File: src/pifb_consts.vh
`ifndef PIFB_CONSTS_VH
`define PIFB_CONSTS_VH

// ****************************************************************
// register byte offsets
// ****************************************************************
`define PIFB_OFS_ENABLE_FOUR 8'h00
`define PIFB_OFS_FLAGS_ONE 8'h04
`define PIFB_OFS_FLAGS_TWO 8'h08
`define PIFB_OFS_FLAGS_THREE 8'h0c
`define PIFB_OFS_CORE_CTRL 8'h10
`define PIFB_OFS_IRQ_STATUS 8'h14
`define PIFB_OFS_IRQ_CLEAR 8'h18
`define PIFB_OFS_IRQ_ENABLE 8'h1c

// ****************************************************************
// implemented-bit masks
// ****************************************************************
`define PIFB_MASK_ENABLE_FOUR 8'h03
`define PIFB_MASK_FLAGS_ONE_RW 8'hcf
`define PIFB_MASK_FLAGS_TWO_BIG 8'hf9
`define PIFB_MASK_FLAGS_TWO_SMALL 8'hf8
`define PIFB_MASK_FLAGS_THREE 8'h3a
`define PIFB_MASK_NONE 8'h00
`define PIFB_MASK_CORE_CTRL 8'hc0
`define PIFB_MASK_IRQ 8'h07

// ****************************************************************
// field positions
// ****************************************************************
`define PIFB_BIT_COLLISION2_EN 1
`define PIFB_BIT_TRANSFER2_EN 0
`define PIFB_BIT_SERIAL_RX 5
`define PIFB_BIT_SERIAL_TX 4
`define PIFB_BIT_GLOBAL_GATE 7
`define PIFB_BIT_PERIPH_GATE 6
`define PIFB_BIT_EV_REQUEST 0
`define PIFB_BIT_EV_WAKE 1
`define PIFB_BIT_EV_DECODE 2

// ****************************************************************
// reset values and bus answers
// ****************************************************************
`define PIFB_RESET_BYTE 8'h00
`define PIFB_RESP_OKAY 2'b00
`define PIFB_RESP_SLVERR 2'b10

`endif

File: src/pifb_bank.v
// Behaviour
// - a flag sets on its event regardless of any enable bit.
// - no peripheral request reaches the core while the peripheral gate is clear.
// - enable_four bit1 enables port2 collision, bit0 port2 transfer.
// - unimplemented bits ignore writes and read as zero.
// - flags_one holds timer1 gate down to timer1 overflow, bit7 to bit0.
// - serial rx and tx flags at bits 5,4 are read-only.
// - flags_two holds osc fail, comparators, eeprom, port1 collision, capture2.
// - flags_three holds capture4, capture3, timer6 and timer4 match flags.
// - every implemented enable and flag bit clears on any reset, except serial rx and tx, which follow their inputs.
// - enable_four, flags_three, capture2 exist only in the larger variant.
// - an enabled pending flag wakes from sleep while the peripheral gate is set, even with global gate clear.
`timescale 1ns/1ps
`default_nettype none
`include "pifb_consts.vh"

module pifb_bank
#(
  parameter LARGE_VARIANT = 1
)
(
  // clock and reset
  input wire ref_clk,
  input wire rst,
  // axi4-lite write address
  input wire [7:0] s_axi_awaddr,
  input wire s_axi_awvalid,
  output wire s_axi_awready,
  // axi4-lite write data
  input wire [31:0] s_axi_wdata,
  input wire [3:0] s_axi_wstrb,
  input wire s_axi_wvalid,
  output wire s_axi_wready,
  // axi4-lite write response
  output reg [1:0] s_axi_bresp,
  output reg s_axi_bvalid,
  input wire s_axi_bready,
  // axi4-lite read address
  input wire [7:0] s_axi_araddr,
  input wire s_axi_arvalid,
  output wire s_axi_arready,
  // axi4-lite read data
  output reg [31:0] s_axi_rdata,
  output reg [1:0] s_axi_rresp,
  output reg s_axi_rvalid,
  input wire s_axi_rready,
  // peripheral event pulses
  input wire [7:0] set_flags_one,
  input wire [7:0] set_flags_two,
  input wire [7:0] set_flags_three,
  // serial status levels
  input wire serial_rx_flag,
  input wire serial_tx_flag,
  // neighbouring enables and port2 flags
  input wire [7:0] enable_one,
  input wire [7:0] enable_two,
  input wire [7:0] enable_three,
  input wire [1:0] port2_flags,
  // requests to the core
  output wire periph_irq_req,
  output wire wake_req,
  output wire irq
);

  // ****************************************************************
  // variant masks
  // ****************************************************************
  localparam [7:0] MASK_EN4 = LARGE_VARIANT ? `PIFB_MASK_ENABLE_FOUR :
    `PIFB_MASK_NONE;
  localparam [7:0] MASK_F2 = LARGE_VARIANT ? `PIFB_MASK_FLAGS_TWO_BIG :
    `PIFB_MASK_FLAGS_TWO_SMALL;
  localparam [7:0] MASK_F3 = LARGE_VARIANT ? `PIFB_MASK_FLAGS_THREE :
    `PIFB_MASK_NONE;
  localparam [7:0] MASK_E3 = LARGE_VARIANT ? 8'hff : `PIFB_MASK_NONE;

  // ****************************************************************
  // write channel
  // ****************************************************************
  reg aw_held_q;
  reg [7:0] aw_addr_q;
  reg w_held_q;
  reg [7:0] w_data_q;
  reg w_lane_q;
  wire wr_go;
  wire wr_lane;
  reg wr_hit;

  assign s_axi_awready = ~aw_held_q & ~s_axi_bvalid;
  assign s_axi_wready = ~w_held_q & ~s_axi_bvalid;
  assign wr_go = aw_held_q & w_held_q & ~s_axi_bvalid;
  assign wr_lane = wr_go & w_lane_q;

  // hold address and data, taken in either order
  always @(posedge ref_clk or posedge rst)
  begin
    if (rst)
    begin
      aw_held_q <= 1'b0;
      aw_addr_q <= 8'h00;
      w_held_q <= 1'b0;
      w_data_q <= 8'h00;
      w_lane_q <= 1'b0;
    end
    else
    begin
      if (s_axi_awvalid & s_axi_awready)
      begin
        aw_held_q <= 1'b1;
        aw_addr_q <= s_axi_awaddr;
      end
      else if (wr_go)
      begin
        aw_held_q <= 1'b0;
      end
      if (s_axi_wvalid & s_axi_wready)
      begin
        w_held_q <= 1'b1;
        w_data_q <= s_axi_wdata[7:0];
        w_lane_q <= s_axi_wstrb[0];
      end
      else if (wr_go)
      begin
        w_held_q <= 1'b0;
      end
    end
  end

  // write address decode
  reg we_en4;
  reg we_f1;
  reg we_f2;
  reg we_f3;
  reg we_ctrl;
  reg we_clr;
  reg we_ien;
  always @*
  begin
    we_en4 = 1'b0;
    we_f1 = 1'b0;
    we_f2 = 1'b0;
    we_f3 = 1'b0;
    we_ctrl = 1'b0;
    we_clr = 1'b0;
    we_ien = 1'b0;
    wr_hit = 1'b1;
    if (aw_addr_q[7:2] == `PIFB_OFS_ENABLE_FOUR >> 2)
      we_en4 = wr_lane;
    else if (aw_addr_q[7:2] == `PIFB_OFS_FLAGS_ONE >> 2)
      we_f1 = wr_lane;
    else if (aw_addr_q[7:2] == `PIFB_OFS_FLAGS_TWO >> 2)
      we_f2 = wr_lane;
    else if (aw_addr_q[7:2] == `PIFB_OFS_FLAGS_THREE >> 2)
      we_f3 = wr_lane;
    else if (aw_addr_q[7:2] == `PIFB_OFS_CORE_CTRL >> 2)
      we_ctrl = wr_lane;
    else if (aw_addr_q[7:2] == `PIFB_OFS_IRQ_STATUS >> 2)
      wr_hit = 1'b1; // read-only, write ignored
    else if (aw_addr_q[7:2] == `PIFB_OFS_IRQ_CLEAR >> 2)
      we_clr = wr_lane;
    else if (aw_addr_q[7:2] == `PIFB_OFS_IRQ_ENABLE >> 2)
      we_ien = wr_lane;
    else
      wr_hit = 1'b0;
  end

  // write response, one per write
  always @(posedge ref_clk or posedge rst)
  begin
    if (rst)
    begin
      s_axi_bvalid <= 1'b0;
      s_axi_bresp <= `PIFB_RESP_OKAY;
    end
    else if (wr_go)
    begin
      s_axi_bvalid <= 1'b1;
      s_axi_bresp <= wr_hit ? `PIFB_RESP_OKAY : `PIFB_RESP_SLVERR;
    end
    else if (s_axi_bready)
    begin
      s_axi_bvalid <= 1'b0;
    end
  end

  // ****************************************************************
  // register storage
  // ****************************************************************
  wire [7:0] en4_q;
  wire [7:0] f1_q;
  wire [7:0] f2_q;
  wire [7:0] f3_q;
  wire [7:0] ctrl_q;
  wire [7:0] ien_q;

  // port2 enables, larger variant only
  pifb_flag_reg #(.MASK(MASK_EN4)) u_en4
  (
    .ref_clk(ref_clk),
    .rst(rst),
    .wr_en(we_en4),
    .wr_data(w_data_q),
    .set_in(`PIFB_RESET_BYTE),
    .value_q(en4_q)
  );

  // flags_one, rx and tx bits kept out
  pifb_flag_reg #(.MASK(`PIFB_MASK_FLAGS_ONE_RW)) u_f1
  (
    .ref_clk(ref_clk),
    .rst(rst),
    .wr_en(we_f1),
    .wr_data(w_data_q),
    .set_in(set_flags_one),
    .value_q(f1_q)
  );

  // flags_two, capture2 only when large
  pifb_flag_reg #(.MASK(MASK_F2)) u_f2
  (
    .ref_clk(ref_clk),
    .rst(rst),
    .wr_en(we_f2),
    .wr_data(w_data_q),
    .set_in(set_flags_two),
    .value_q(f2_q)
  );

  // flags_three, larger variant only
  pifb_flag_reg #(.MASK(MASK_F3)) u_f3
  (
    .ref_clk(ref_clk),
    .rst(rst),
    .wr_en(we_f3),
    .wr_data(w_data_q),
    .set_in(set_flags_three),
    .value_q(f3_q)
  );

  // core control: global and peripheral gates
  pifb_flag_reg #(.MASK(`PIFB_MASK_CORE_CTRL)) u_ctrl
  (
    .ref_clk(ref_clk),
    .rst(rst),
    .wr_en(we_ctrl),
    .wr_data(w_data_q),
    .set_in(`PIFB_RESET_BYTE),
    .value_q(ctrl_q)
  );

  // interrupt enable of the block itself
  pifb_flag_reg #(.MASK(`PIFB_MASK_IRQ)) u_ien
  (
    .ref_clk(ref_clk),
    .rst(rst),
    .wr_en(we_ien),
    .wr_data(w_data_q),
    .set_in(`PIFB_RESET_BYTE),
    .value_q(ien_q)
  );

  // ****************************************************************
  // request combine
  // ****************************************************************
  wire [7:0] f1_view;
  wire [7:0] port2_view;
  wire any_pending;
  wire global_gate;
  wire periph_gate;

  // rx and tx follow the serial status directly
  assign f1_view = {f1_q[7:6], serial_rx_flag, serial_tx_flag, f1_q[3:0]};
  assign port2_view = LARGE_VARIANT ? {6'h00, port2_flags} : 8'h00;
  assign any_pending = |(f1_view & enable_one) |
    |(f2_q & enable_two & MASK_F2) |
    |(f3_q & enable_three & MASK_E3) |
    |(port2_view & en4_q);
  assign global_gate = ctrl_q[`PIFB_BIT_GLOBAL_GATE];
  assign periph_gate = ctrl_q[`PIFB_BIT_PERIPH_GATE];
  assign periph_irq_req = any_pending & periph_gate & global_gate;
  assign wake_req = any_pending & periph_gate;

  // ****************************************************************
  // block interrupt status
  // ****************************************************************
  reg req_seen_q;
  reg wake_seen_q;
  reg [7:0] stat_q;
  reg [7:0] stat_d;
  reg [7:0] stat_set;
  reg rd_miss;
  wire rd_take;

  // rising edges of request and wake, decode misses
  always @*
  begin
    stat_set = 8'h00;
    stat_set[`PIFB_BIT_EV_REQUEST] = periph_irq_req & ~req_seen_q;
    stat_set[`PIFB_BIT_EV_WAKE] = wake_req & ~wake_seen_q;
    stat_set[`PIFB_BIT_EV_DECODE] = (wr_go & ~wr_hit) | (rd_take & rd_miss);
    stat_d = stat_q;
    if (we_clr)
      stat_d = stat_q & ~w_data_q;
    stat_d = stat_d | stat_set; // set wins over clear
  end

  // sticky status and edge history
  always @(posedge ref_clk or posedge rst)
  begin
    if (rst)
    begin
      stat_q <= `PIFB_RESET_BYTE;
      req_seen_q <= 1'b0;
      wake_seen_q <= 1'b0;
    end
    else
    begin
      stat_q <= stat_d;
      req_seen_q <= periph_irq_req;
      wake_seen_q <= wake_req;
    end
  end

  assign irq = |(stat_q & ien_q);

  // ****************************************************************
  // read channel
  // ****************************************************************
  reg [7:0] rd_byte;
  assign s_axi_arready = ~s_axi_rvalid;
  assign rd_take = s_axi_arvalid & s_axi_arready;

  // read decode, unimplemented bits read zero
  always @*
  begin
    rd_byte = 8'h00;
    rd_miss = 1'b0;
    if (s_axi_araddr[7:2] == `PIFB_OFS_ENABLE_FOUR >> 2)
      rd_byte = en4_q;
    else if (s_axi_araddr[7:2] == `PIFB_OFS_FLAGS_ONE >> 2)
      rd_byte = f1_view;
    else if (s_axi_araddr[7:2] == `PIFB_OFS_FLAGS_TWO >> 2)
      rd_byte = f2_q;
    else if (s_axi_araddr[7:2] == `PIFB_OFS_FLAGS_THREE >> 2)
      rd_byte = f3_q;
    else if (s_axi_araddr[7:2] == `PIFB_OFS_CORE_CTRL >> 2)
      rd_byte = ctrl_q;
    else if (s_axi_araddr[7:2] == `PIFB_OFS_IRQ_STATUS >> 2)
      rd_byte = stat_q;
    else if (s_axi_araddr[7:2] == `PIFB_OFS_IRQ_CLEAR >> 2)
      rd_byte = 8'h00; // write-only
    else if (s_axi_araddr[7:2] == `PIFB_OFS_IRQ_ENABLE >> 2)
      rd_byte = ien_q;
    else
      rd_miss = 1'b1;
  end

  // read data registered one cycle after the address
  always @(posedge ref_clk or posedge rst)
  begin
    if (rst)
    begin
      s_axi_rvalid <= 1'b0;
      s_axi_rdata <= 32'h00000000;
      s_axi_rresp <= `PIFB_RESP_OKAY;
    end
    else if (rd_take)
    begin
      s_axi_rvalid <= 1'b1;
      s_axi_rdata <= {24'h000000, rd_byte};
      s_axi_rresp <= rd_miss ? `PIFB_RESP_SLVERR : `PIFB_RESP_OKAY;
    end
    else if (s_axi_rready)
    begin
      s_axi_rvalid <= 1'b0;
    end
  end

endmodule // pifb_bank

`default_nettype wire

File: src/pifb_flag_reg.v
`timescale 1ns/1ps
`default_nettype none
`include "pifb_consts.vh"

// ****************************************************************
// one 8-bit register, hardware sets, software writes
// ****************************************************************
module pifb_flag_reg
#(
  parameter [7:0] MASK = 8'hff
)
(
  // clock and reset
  input wire ref_clk,
  input wire rst,
  // software write
  input wire wr_en,
  input wire [7:0] wr_data,
  // hardware set pulses
  input wire [7:0] set_in,
  // stored value
  output reg [7:0] value_q
);

  reg [7:0] value_d;

  // a set in the write cycle still lands
  always @*
  begin
    value_d = value_q | (set_in & MASK);
    if (wr_en)
    begin
      value_d = (wr_data & MASK) | (set_in & MASK);
    end
  end

  // all bits clear on any reset
  always @(posedge ref_clk or posedge rst)
  begin
    if (rst)
    begin
      value_q <= `PIFB_RESET_BYTE;
    end
    else
    begin
      value_q <= value_d;
    end
  end

endmodule // pifb_flag_reg

`default_nettype wire

File: config.mk
export PLATFORM = sky130hd
export DESIGN_NAME = pifb_bank
export DESIGN_NICKNAME = d
export VERILOG_FILES = /design/src/pifb_bank.v /design/src/pifb_flag_reg.v
export VERILOG_INCLUDE_DIRS = /design/src
export SDC_FILE = /design/constraint.sdc
export NUM_CORES = 1
export LEC_CHECK = 0
export ABC_AREA = 0
export BUFFER_PORTS_ARGS = -buffer_cell sky130_fd_sc_hd__buf_4
export CAP_MARGIN = 20
export CORE_ASPECT_RATIO = 0.5
export CORE_MARGIN = 4
export CORE_UTILIZATION = 52
export CTS_CLUSTER_DIAMETER = 80
export DETAILED_ROUTE_END_ITERATION = 6
export PLACE_DENSITY = 0.82
export SLEW_MARGIN = 30
export SYNTH_ARGS = -nofsm -noshare
export SYNTH_HDL_FRONTEND = slang
export SYNTH_HIERARCHICAL = 1
export SYNTH_SLANG_ARGS = --single-unit
File: constraint.sdc
create_clock -name ref_clk -period 3.45 [get_ports ref_clk]
set_clock_uncertainty 0.05 [all_clocks]
set_input_delay 0 -clock ref_clk [delete_from_list [all_inputs] [get_ports ref_clk]]
set_output_delay 0 -clock ref_clk [all_outputs]
set_load 0.005 [all_outputs]
==> results.txt <==
The worst-case vdd ir drop came out at 638 uV. The die outline area is 0.00865 mm2. In this run the worst setup path begins at s_axi_bvalid$_DFFE_PP0P_. The summed area of non-filler cells in the final layout came out at 0.00495 mm2.

The final-stage net count is 599. The layout filler cell count came out at 471. Derived from the worst setup path, the maximum achievable clock frequency is 0.403 GHz.

The total clock sinks came out at 62. After detailed routing, the average wire length per cell comes to 17.9 um. The worst setup path is captured at a flop. The congestion estimate from routability-driven global placement came to 0.872.

The number of setup buffers added after CTS is 0. The via count of the routed design came out at 3170. The gate count of the mapped netlist came out at 363. Traced cell by cell, the critical path runs through nand3b_2 -> nor2_1 -> nand3b_1 -> nor2_1 -> buf_4 -> nor2b_2 -> a211o_1. The hold violation count in the final report came to 0.

The total overflow reported by the global router came out at 0. The worst hold slack came out at 0.0422 ns. The area used by multi-input combinational logic came out at 0.00186 mm2. The register-to-register setup slack came out at 0.97 ns.

After floorplanning, the core was sized to cover 0.00681 mm2. For this design the static power due to leakage is 2.18 nW. The final number of setup-violating endpoints came out at 0. The pin count of the biggest net entering global routing is 32. The worst setup path is launched from a flop.

The worst pin sits at a relative slew slack of 0.369. The combined area of all synthesized cells is 0.00372 mm2. The H-tree depth came out at 3.

Setup repair after global routing left no endpoint under its margin. In this run the critical register-to-register path is launched from s_axi_bvalid$_DFFE_PP0P_. The worst hold path belongs to the class in2reg. The maximum cell stage delay along the critical path is 0.58 ns. Summed over all nets, the half-perimeter wirelength after detailed placement is 6.95 mm. At the worst endpoint, the arrival time is 2.64 ns. The standard cell area after detailed placement is 0.00424 mm2.

The number of violations reported at the end of detailed-routing iteration 0 is 226. The combined flip-flop and latch cell area is 0.00155 mm2. The I/O pin total is 155. The number of antenna violations at the first check in global routing is 0. The width of the chip is 128 um. The number of antenna diodes is 0. Among the stages of the critical path, the cell type that occurs most often is nor2_1.

The number of pins exceeding their max-slew limit in the final report is 0. The cell with the biggest individual delay on the critical path is nor2_1. The area added between synthesis and finish is 33.0%. The clock edge transition at the registers on the reported setup and hold paths came out at 0.06 ns. The required time of the critical path came out at 3.61 ns.

The total clock buffers created by CTS came out at 9. The maximum clock path buffer count came out at 2. The maximum fanout along the worst path is 9.

The clock latency at the later pin of the worst-skew pair is 0.33 ns. The effective utilization at floorplan is 0.546. The mean area per synthesized cell is 10.2 um2. The actual slew at the worst max-slew pin is 0.944 ns. Buffers placed on the I/O ports in this run total 87. After detailed routing, the total wire length is 10.4 mm. The reported max-cap violation count is 0. The critical path is of the reg2reg type.

During synthesis, Yosys emitted a total of 6 warnings. Measured on the finished design, the core utilization comes to 0.727. The first-pass GRT wire length came out at 16.6 mm. The via count of the first global-routing pass came out at 3197. Before antenna repair, the detailed router went through 5 iterations. Setup total negative slack on the finished layout was measured at 0 ns. The power density relative to cell area came out at 524 mW/mm2. The die height came out at 67.8 um. The proportion of layout cells with a drive suffix above 1 came out at 0.280.

Dividing the final minimum period by the clock period gives 0.719. The floorplan has 21 rows. The run finished with clean final reports.

The launch point of the worst hold path is s_axi_araddr[2]. The antenna violation net count after detailed routing came out at 0. The minimum period implied by the final worst setup slack came out at 2.48 ns. After detailed routing, the number of remaining DRC violations is 0.

The total global routing track utilization is 0.257. In this run the clock root is driven by a clkbuf_16. The ratio of routed vias to standard cells is 5.42. The CTS tree is yes.
-- worst max-delay path: cells and delay by family (launching register included) --
kind            cells  cell delay (ns)
simple gates        5             1.31
flops               1             0.44
compound gates      1             0.29
buf+inv             1             0.26
-- power by group --
part / internal (W) / switching, W
clock network: 0.000656 / 0.000342
logic: 0.000313 / 0.000236
registers: 0.000862 / 0.000181
-- through the flow --
step	total power (W)	cells	setup slack [ns]
6_report	0.00259	585	0.969
5_1_grt	0.00272	585	0.847
4_1_cts	0.00258	585	1.07
3_5_place_dp	0.00155	532	1.09
3_3_place_gp	0.00152	532	1.12
2_1_floorplan	0.00136	413	1.47
-- layer usage --
layer,vias up,global-route usage,part of all wire
li1,1475,-,-
met1,1511,0.322,0.41
met2,162,0.431,0.48
met3,22,0.0782,0.094
met4,0,0.0860,0.019
met5,-,0,0
-- layout by cell type, fill, tap and decap left out, types with 3 or more instances in the layout --
cell and instances:
dfrtp_1 62, clkbuf_16 9, conb_1 56, nor2b_1 21, mux2_2 16, nor2b_2 8
a22oi_1 8, nand2_1 13, a311oi_1 5, a21oi_1 14, nor3_1 3, o31ai_1 7
mux2i_1 7, o21ai_0 5, o21a_1 3, buf_4 90, nor4bb_1 4, a22o_1 6
a221oi_1 4, a211o_1 22, nand2b_1 7, inv_1 12, or2_1 4, a221o_1 5
or3_1 3, nor2_1 14, dlygate4sd3_1 37, a21boi_0 5
-- timing repair --
item / in CTS / in global routing
endpoints found under the hold margin: 76 / 0
resized for setup: 0 / 0
hold buffers: 37 / 0
-- final timing paths --
path | to | cells past startpoint
max | u_f2/value_q[3]$_DFF_PP0_ | 7
min | s_axi_rdata[1]$_DFFE_PP0P_ | 3
max reg2reg | u_f2/value_q[3]$_DFF_PP0_ | 7
min reg2reg | stat_q[0]$_DFF_PP0_ | 1
max in group asynchronous | w_data_q[6]$_DFFE_PP0P_ | 4
min in group asynchronous | u_en4/value_q[0]$_DFF_PP0_ | 3
-- state kept, by name, summed over array words and instances (netlist names), 2 cells and up --
signal,flops
u_f3/value_q,4
u_en4/value_q,2
u_f1/value_q,6
u_ctrl/value_q,2
w_data_q,8
stat_q,8
u_ien/value_q,3
u_f2/value_q,6
s_axi_rdata,8
aw_addr_q,6
-- final cells by class --
| cell class | instances | share of cell area |
|---|---|---|
| inverters | 12 | 0.00911 |
| flip-flops and latches | 62 | 0.314 |
| clock buffers | 10 | 0.0483 |
| well taps | 92 | 0.0233 |
| clock inverters | 6 | 0.0190 |
| multi-input cells | 276 | 0.375 |
| repair buffers | 127 | 0.211 |
(Power assumes the default switching activity.)
